### src/verilog/ppl_probe_map.vh
// Constants for the probe position latch block.
// Summary of operation
// - Edge-select bit 0 set arms capture on probe rising edges; clear ignores them.
// - Edge-select bit 1 set arms capture on probe falling edges; clear ignores them.
// - Edge-select word picks edges during the probing procedure; upper bits are reserved.
// - Storing a measured position sets that edge's status bit in the same update.
// - Master clearing the arm bit while the procedure is active clears status bits 0 and 1.
// - Status bits already set stay set when their edges are later deselected.
// - Arm bit is evaluated only while the probing procedure is active.
// - Arm bit may arrive as a real-time control bit in the cyclic telegram.
// - After a capture, that edge is blocked until arm is cleared and set again.
// - Rising capture latches position into its register with the rising status bit.
// - Master may measure repeatedly while active and cancels the procedure when done.
`ifndef PPL_PROBE_MAP_VH
`define PPL_PROBE_MAP_VH

`define PPL_WORD_W        16
`define PPL_SEL_RISE_BIT  0
`define PPL_SEL_FALL_BIT  1
`define PPL_STAT_RISE_BIT 0
`define PPL_STAT_FALL_BIT 1
`define PPL_ARM_BIT       0
`define PPL_SEL_USED_MASK 16'h0003
`define PPL_WORD_RESET    16'h0000
`define PPL_POS_W         32

`endif

### src/verilog/ppl_probe_edge.v
// Probe input synchroniser and single-cycle edge detector.
`timescale 1ns/100ps
module ppl_probe_edge
(
    clk_sys,
    reset_n,
    probe_pin,
    rise_pulse,
    fall_pulse
);
    input  wire clk_sys;
    input  wire reset_n;
    input  wire probe_pin;
    output reg  rise_pulse;
    output reg  fall_pulse;

    reg         sync1_q;
    reg         sync2_q;
    reg         prev_q;

    // The first stage feeds only the second stage, so metastability stays contained.
    always @(posedge clk_sys)
    begin
        if (!reset_n)
        begin
            sync1_q    <= 1'b0;
            sync2_q    <= 1'b0;
            prev_q     <= 1'b0;
            rise_pulse <= 1'b0;
            fall_pulse <= 1'b0;
        end
        else
        begin
            sync1_q    <= probe_pin;
            sync2_q    <= sync1_q;
            prev_q     <= sync2_q;
            rise_pulse <= sync2_q & ~prev_q;
            fall_pulse <= ~sync2_q & prev_q;
        end
    end
endmodule // ppl_probe_edge

### src/verilog/ppl_probe_latch.v
// Touch-probe capture control: edge selection, arming and capture status.
`timescale 1ns/100ps
`include "ppl_probe_map.vh"
module ppl_probe_latch
#(
    parameter POS_W = `PPL_POS_W
)
(
    clk_sys,
    reset_n,
    probe_pin,
    pos_feedback,
    proc_active,
    sel_wr_en,
    sel_wr_data,
    arm_wr_en,
    arm_wr_data,
    mdt_arm_valid,
    mdt_arm_bit,
    edge_select_q,
    capture_status_q,
    arm_word_q,
    pos_rise_q,
    pos_fall_q
);
    // Clock and synchronous reset.
    input  wire                   clk_sys;
    input  wire                   reset_n;

    // Probe pin, asynchronous to the clock, and the position it captures.
    input  wire                   probe_pin;
    input  wire [POS_W-1:0]       pos_feedback;

    // Procedure command and edge-select parameter write.
    input  wire                   proc_active;
    input  wire                   sel_wr_en;
    input  wire [`PPL_WORD_W-1:0] sel_wr_data;

    // Arm bit, from a parameter write or from the cyclic telegram.
    input  wire                   arm_wr_en;
    input  wire [`PPL_WORD_W-1:0] arm_wr_data;
    input  wire                   mdt_arm_valid;
    input  wire                   mdt_arm_bit;

    // Readback registers and latched positions.
    output reg  [`PPL_WORD_W-1:0] edge_select_q;
    output reg  [`PPL_WORD_W-1:0] capture_status_q;
    output reg  [`PPL_WORD_W-1:0] arm_word_q;
    output reg  [POS_W-1:0]       pos_rise_q;
    output reg  [POS_W-1:0]       pos_fall_q;

    // Single-cycle probe edge events.
    wire                          rise_pulse;
    wire                          fall_pulse;

    // Arm source selection and disarm detection.
    reg                           arm_prev_q;
    reg                           arm_d;
    reg  [`PPL_WORD_W-1:0]        arm_word_d;
    wire                          arm_now;
    wire                          arm_cleared;

    // Next values of the readback registers and the qualified captures.
    reg  [`PPL_WORD_W-1:0]        edge_select_d;
    reg  [`PPL_WORD_W-1:0]        status_d;
    wire                          cap_rise;
    wire                          cap_fall;

    ////////////////////////////////////////////////////////////////////////////////

    // A selected edge counts only inside the procedure, with the arm bit high,
    // and only while its own status bit is still clear.
    function qualify_edge;
        input active;
        input armed;
        input selected;
        input pulse;
        input captured;
        begin
            qualify_edge = active & armed & selected & pulse & ~captured;
        end
    endfunction

    // Set wins over clear, so an event in the clearing cycle is never lost.
    function next_status;
        input current;
        input clear;
        input set;
        begin
            next_status = set | (current & ~clear);
        end
    endfunction

    // A position register moves only in the cycle of its own capture.
    function [POS_W-1:0] next_position;
        input [POS_W-1:0] current;
        input [POS_W-1:0] sample;
        input             take;
        begin
            next_position = take ? sample : current;
        end
    endfunction

    ////////////////////////////////////////////////////////////////////////////////

    // Edge events lag the pin by three clocks; the position is taken one clock later.
    ppl_probe_edge u_edge
    (
        .clk_sys    (clk_sys),
        .reset_n    (reset_n),
        .probe_pin  (probe_pin),
        .rise_pulse (rise_pulse),
        .fall_pulse (fall_pulse)
    );

    ////////////////////////////////////////////////////////////////////////////////

    // The telegram bit and a parameter write both land in the same arm word; the
    // telegram wins when both arrive together since it is the cyclic source.
    always @*
    begin
        arm_d = arm_word_q[`PPL_ARM_BIT];
        if (arm_wr_en)
            arm_d = arm_wr_data[`PPL_ARM_BIT];
        if (mdt_arm_valid)
            arm_d = mdt_arm_bit;
    end

    assign arm_now     = arm_word_q[`PPL_ARM_BIT];
    // Outside the procedure the arm bit has no effect at all.
    assign arm_cleared = proc_active & arm_prev_q & ~arm_now;

    // An edge already captured keeps its status bit set, which blocks that edge
    // until the arm bit is cleared and set again.
    assign cap_rise = qualify_edge(proc_active,
                                   arm_now,
                                   edge_select_q[`PPL_SEL_RISE_BIT],
                                   rise_pulse,
                                   capture_status_q[`PPL_STAT_RISE_BIT]);
    assign cap_fall = qualify_edge(proc_active,
                                   arm_now,
                                   edge_select_q[`PPL_SEL_FALL_BIT],
                                   fall_pulse,
                                   capture_status_q[`PPL_STAT_FALL_BIT]);

    // Only the low bit of the arm word is stored; the rest reads back as zero.
    always @*
    begin
        arm_word_d               = `PPL_WORD_RESET;
        arm_word_d[`PPL_ARM_BIT] = arm_d;
    end

    // Reserved upper select bits are not stored and read back as zero.
    always @*
    begin
        edge_select_d = edge_select_q;
        if (sel_wr_en)
            edge_select_d = sel_wr_data & `PPL_SEL_USED_MASK;
    end

    // Deselecting an edge never touches status; only a disarm clears it. A capture
    // cannot meet a disarm since capture needs the arm bit high.
    always @*
    begin
        status_d                     = `PPL_WORD_RESET;
        status_d[`PPL_STAT_RISE_BIT] = next_status(capture_status_q[`PPL_STAT_RISE_BIT],
                                                   arm_cleared,
                                                   cap_rise);
        status_d[`PPL_STAT_FALL_BIT] = next_status(capture_status_q[`PPL_STAT_FALL_BIT],
                                                   arm_cleared,
                                                   cap_fall);
    end

    ////////////////////////////////////////////////////////////////////////////////

    always @(posedge clk_sys)
    begin
        if (!reset_n)
            edge_select_q <= `PPL_WORD_RESET;
        else
            edge_select_q <= edge_select_d;
    end

    // The previous arm value marks a falling arm bit for the disarm clear.
    always @(posedge clk_sys)
    begin
        if (!reset_n)
        begin
            arm_word_q <= `PPL_WORD_RESET;
            arm_prev_q <= 1'b0;
        end
        else
        begin
            arm_word_q <= arm_word_d;
            arm_prev_q <= arm_now;
        end
    end

    // Leaving the procedure keeps status and positions, so the master can still
    // read the results after cancelling it.
    always @(posedge clk_sys)
    begin
        if (!reset_n)
            capture_status_q <= `PPL_WORD_RESET;
        else
            capture_status_q <= status_d;
    end

    always @(posedge clk_sys)
    begin
        if (!reset_n)
            pos_rise_q <= {POS_W{1'b0}};
        else
            pos_rise_q <= next_position(pos_rise_q, pos_feedback, cap_rise);
    end

    always @(posedge clk_sys)
    begin
        if (!reset_n)
            pos_fall_q <= {POS_W{1'b0}};
        else
            pos_fall_q <= next_position(pos_fall_q, pos_feedback, cap_fall);
    end
endmodule // ppl_probe_latch

### config.mk
export PLATFORM = sky130hd
export DESIGN_NAME = ppl_probe_latch
export DESIGN_NICKNAME = d
export VERILOG_FILES = /design/src/verilog/ppl_probe_edge.v /design/src/verilog/ppl_probe_latch.v
export VERILOG_INCLUDE_DIRS = /design/src /design/src/verilog
export SDC_FILE = /design/constraint.sdc
export NUM_CORES = 1
export LEC_CHECK = 0
export ABC_AREA = 1
export BUFFER_PORTS_ARGS = -buffer_cell sky130_fd_sc_hd__buf_2
export CORE_ASPECT_RATIO = 0.75
export CORE_MARGIN = 3
export CORE_UTILIZATION = 40
export CTS_CLUSTER_SIZE = 28
export DETAILED_ROUTE_END_ITERATION = 6
export GPL_ROUTABILITY_DRIVEN = 0
export PLACE_DENSITY = 0.85
export SYNTH_ARGS = -nofsm -noshare
export SYNTH_HDL_FRONTEND = slang
export SYNTH_SLANG_ARGS = --single-unit
### constraint.sdc
create_clock -name clk_sys -period 1.14 [get_ports clk_sys]
set_input_delay 0.171 -clock clk_sys [delete_from_list [all_inputs] [get_ports clk_sys]]
set_output_delay 0.171 -clock clk_sys [all_outputs]
set_load 0.01 [all_outputs]
# After elaboration in Yosys (flattened, before gate mapping)
# Cells that the tools add are included.
[totals] register_bits=104 inputBits=72 output_inout_bits=112
[op_classes] n_mux=2 n_bitwise=21 reduce_logical=1
[op_table] cell="$and A1 B1 Y1" count=13
[op_table] cell="$not A1 Y1" count=6
[op_table] cell="$mux W1" count=2
[op_table] cell="$or A1 B1 Y1" count=2
[op_table] cell="$reduce_bool A2 Y1" count=1

# Logic depth before layout (Yosys ltp)
[logic_depth] word_depth=5 ltp_mapped=6 mapped_depth_nobuf=5

# Modules after synthesis
# A second synthesis with hierarchy kept.
[unflattened] hier_cells=480 area_unflattened_um2=3420.8
[by_module_without_submodules] mod="ppl_probe_latch" instances=1 cells_each=466 area_per_inst_um2=3284.4 seq_area_each_um2=1401.3
[by_module_without_submodules] mod="ppl_probe_edge" instances=1 cells_each=14 area_per_inst_um2=136.4 seq_area_each_um2=100.1

# Worst setup path after synthesis
# No wires, ideal clock.
[synth_path] path_kind="reg-to-reg" start="reg edge_select_q[0]" end="reg pos_rise_q[2]" t_arrival_ps=1037 required_time_ps=1027 slack_ps=-9 stages_incl_launch_ff=7 n_path_buf=1 synth_period_minus_slack_ps=1149 cell_sequence="dfxtp_1 -> inv_1 -> nor2_1 -> buf_4 -> nand3_1 -> nand2_1 -> nor2_1"
[synth_via] elab_chain_len=3
[synth_lines] element="start: declaration" line="ppl_probe_latch.v:46" source="output reg [`PPL_WORD_W-1:0] edge_select_q;"
[synth_lines] element="start signal: assignment" line="ppl_probe_latch.v:179" source="edge_select_q <= `PPL_WORD_RESET;"
[synth_lines] element="start signal: assignment" line="ppl_probe_latch.v:181" source="edge_select_q <= edge_select_d;"
[synth_lines] element="$and A1 B1 Y1 (3 in series)" line="ppl_probe_latch.v:80" source="qualify_edge = active & armed & selected & pulse & ~captured;"
[synth_lines] element="end signal: assignment" line="ppl_probe_latch.v:212" source="pos_rise_q <= {POS_W{1'b0}};"
[synth_lines] element="end signal: assignment" line="ppl_probe_latch.v:214" source="pos_rise_q <= next_position(pos_rise_q, pos_feedback, cap_rise);"
[synth_lines] element="end: declaration" line="ppl_probe_latch.v:49" source="output reg [POS_W-1:0] pos_rise_q;"
# Every way passes these cells.
# A chain may end at the register's enable or synchronous reset.

# Worst setup path after layout
[layout_path] start="reg arm_word_q[0]" end="reg pos_rise_q[30]"
[layout_via] elab_chain_len=4
[layout_lines] element="start: declaration" line="ppl_probe_latch.v:48" source="output reg [`PPL_WORD_W-1:0] arm_word_q;"
[layout_lines] element="start signal: assignment" line="ppl_probe_latch.v:189" source="arm_word_q <= `PPL_WORD_RESET;"
[layout_lines] element="start signal: assignment" line="ppl_probe_latch.v:194" source="arm_word_q <= arm_word_d;"
[layout_lines] element="$and A1 B1 Y1 (4 in series)" line="ppl_probe_latch.v:80"
# Every way passes these cells.

==> impl_metrics.ini <==
[routing]
antenna_left = 0
routed_wl_mm = 9.657
first_pass_iters = 5
route.detailed.drc = 0
routedWlPerCell_um = 13.56
vias = 3311
drt_iter0_drc = 200
via_per_inst = 4.650

[setup_path]
worstPathMaxFanout = 10
worstSetupPathType = register to register
cp-end-kind = register
critPathRequiredTime_ns = 1.36
slowest_delay_ns = 0.36
critPathArrivalTime_ns = 1.39
cp_cell_sequence = nand2_4 > nor2_4 > buf_12 > clkbuf_16 > nand3_2 > nand2_1 > nor2_1
crit_slowest_cell = dfxtp_2
start_kind = register

[synthesis]
synth_cell_type_count = 18
ys_seq_area_frac = 0.4397
yosysWarnings = 0
netlist_area_um2 = 3415
ys_seq_elements = 75
synth_cells = 480
postSynthAreaPerCell_um2 = 7.114

[finish]
antenna_cells = 0
final_nets = 674
postLayoutCellArea_um2 = 4669
final_layout_size_suffix_gt1_frac = 0.3278
utilization = 0.5770
syn2layout_area_growth_pct = 36.75
filler_cell_count = 741

[die]
fp-row-count = 28
initial_core_util = 0.4219
die_w_um = 112.7
io_pins = 184
core-area_um2 = 8093
die-area_um2 = 9693
die_h_um = 86.02

[global_routing]
grt_pass1_vias = 2937
grt.overflow.total = 0
grt_antenna_before_repair = 0
grt_use_total = 0.1764
grt_max_degree = 42
grt_pass1_wl_mm = 14.02

[timing]
fin_skew_ns = 0.004667
maxSlewViolCount = 0
setup_ws_ns = -0.03890
period_share = 1.034
hold_viol_final = 0
setup_violations = 22
rsz0062_at_grt = yes
max_freq_ghz = 0.8482
fin_crit_ns = 1.179

[clock_tree]
htreeDepth = 3
cts.sinks = 75
cts-root-buf = clkbuf_16
cts_tree = yes
clk_path_buf_depth = 2
numCtsBuffers = 9
path_clk_slew_ns = 0.06
clk_latency_ns = 0.32

[power]
power.density_nw_per_um2 = 1259
p_total_mw = 5.879
p_leak_nw = 2.344
ir_drop_mv = 0.6690

[placement]
dp_hpwl_mm = 6.478
numPortBuffers = 111
place_ws_ns = -0.04043
postPlaceCellArea_um2 = 3983

[worst_hold_path]
hold_class = input pin to register

[run_status]
violations = setup timing
status = finished with violations

[run]
drv_cap = 0
==> flip-flops by register name (all words and copies together), names as in the netlist <==
signal and cells:
arm_prev_q 1, u_edge.sync2_q 1, u_edge.prev_q 1, pos_fall_q 32, pos_rise_q 32, capture_status_q 2
edge_select_q 2, u_edge.sync1_q 1, u_edge.rise_pulse 1, arm_word_q 1, u_edge.fall_pulse 1
==> final timing paths <==
check                 startpoint                 to  slack, ns  depth (start not counted)
setup / recovery   arm_word_q[0]     pos_rise_q[30]      -0.04                          7
hold / removal         probe_pin     u_edge.sync1_q       0.03                          3
setup reg to reg   arm_word_q[0]     pos_rise_q[30]      -0.04                          7
hold reg to reg   u_edge.sync2_q  u_edge.fall_pulse       0.40                          1
==> logic make-up after synthesis <==
kind of cell,after synthesis,share of synthesized area
DFF,75,0.4397
AOI/OAI and AO/OA,8,0.01282
other,1,0.001098
and+or+nand+nor,280,0.3448
buffers and inverters,116,0.2015
==> layout by cell type, fill, tap and decap left out <==
cell type and n:
inv_2 1, buf_4 6, clkinv_2 3, a21oi_1 3, inv_4 1, nand3_2 16, nand3_4 4, nand2_1 67
bufinv_16 1, a21oi_2 1, buf_2 111, nor2_1 126, clkinv_4 1, nor2_4 6, nor2_2 6, buf_6 4
dfxtp_2 2, buf_12 11, inv_1 45, buf_8 1, clkbuf_16 14, o21ai_0 4, conb_1 43, dfxtp_4 2
nand2_4 1, dfxtp_1 71, nand3_1 47, nand2_2 7, clkbuf_1 2
==> synthesized netlist by cell type (all sizes together) <==
cell / number / area share
buf: 67 / 0.15
inv: 47 / 0.052
o21ai: 4 / 0.0059
conb: 1 / 0.0011
nand3: 67 / 0.098
dfxtp: 75 / 0.44
clkbuf: 2 / 0.0022
nand2: 75 / 0.085
nor2: 138 / 0.16
a21oi: 4 / 0.0070
==> stage by stage <==
stage / instances / setup TNS [ns] / hold WS (ns)
finish: 712 / -0.4426 / 0.03421
global route: 712 / -2.656 / 0.02762
CTS: 701 / 0 / 0.02425
detailed placement: 685 / -0.1759 / 0.3625
global placement: 685 / 0 / 0.3581
floorplan: 522 / 0 / 0.2686
==> routing by layer <==
layer	wire length, µm	vias to the layer above	global-route usage	part of all wire
met1	4093	1550	0.2281	0.42
met3	807	6	0.05360	0.084
met2	4696	145	0.2914	0.49
met5	0	-	0	0
li1	-	1610	-	-
met4	59	0	0.04039	0.0061
==> final cells by class <==
| class | count | area (µm²) | share of cell area |
|---|---|---|---|
| clock buffer | 11 | 232.7 | 0.04984 |
| clock inverter | 5 | 53.80 | 0.01152 |
| inverter | 47 | 178.9 | 0.03832 |
| multi-input combinational | 331 | 1555 | 0.3331 |
| sequential | 75 | 1511 | 0.3237 |
| tap | 105 | 131.4 | 0.02814 |
| timing repair buffer | 138 | 1006 | 0.2154 |
==> worst max-delay path, delay by kind of cell, from the launching register on <==
family        cells  cell delay [ns]
flops             1             0.36
buf+inv           2             0.30
simple gates      5             0.39
==> what timing repair did <==
| action | CTS | global route |
|---|---|---|
| gates cloned | 0 | 8 |
| hold buffers | 0 | 0 |
| buffers inserted | 0 | 3 |
| pin swaps | 1 | 11 |
| setup endpoints to repair | 27 | 64 |
| resized for setup | 4 | 52 |
==> power by group <==
part	switching, mW	total [mW]	internal (mW)	leakage (nW)
registers	0.0151	2.65	2.64	0.608
clock network	1.04	2.73	1.69	0.143
logic	0.332	0.500	0.168	1.59
total	1.38	5.88	4.49	2.34
No activity file was read; power rests on OpenSTA's default activity.
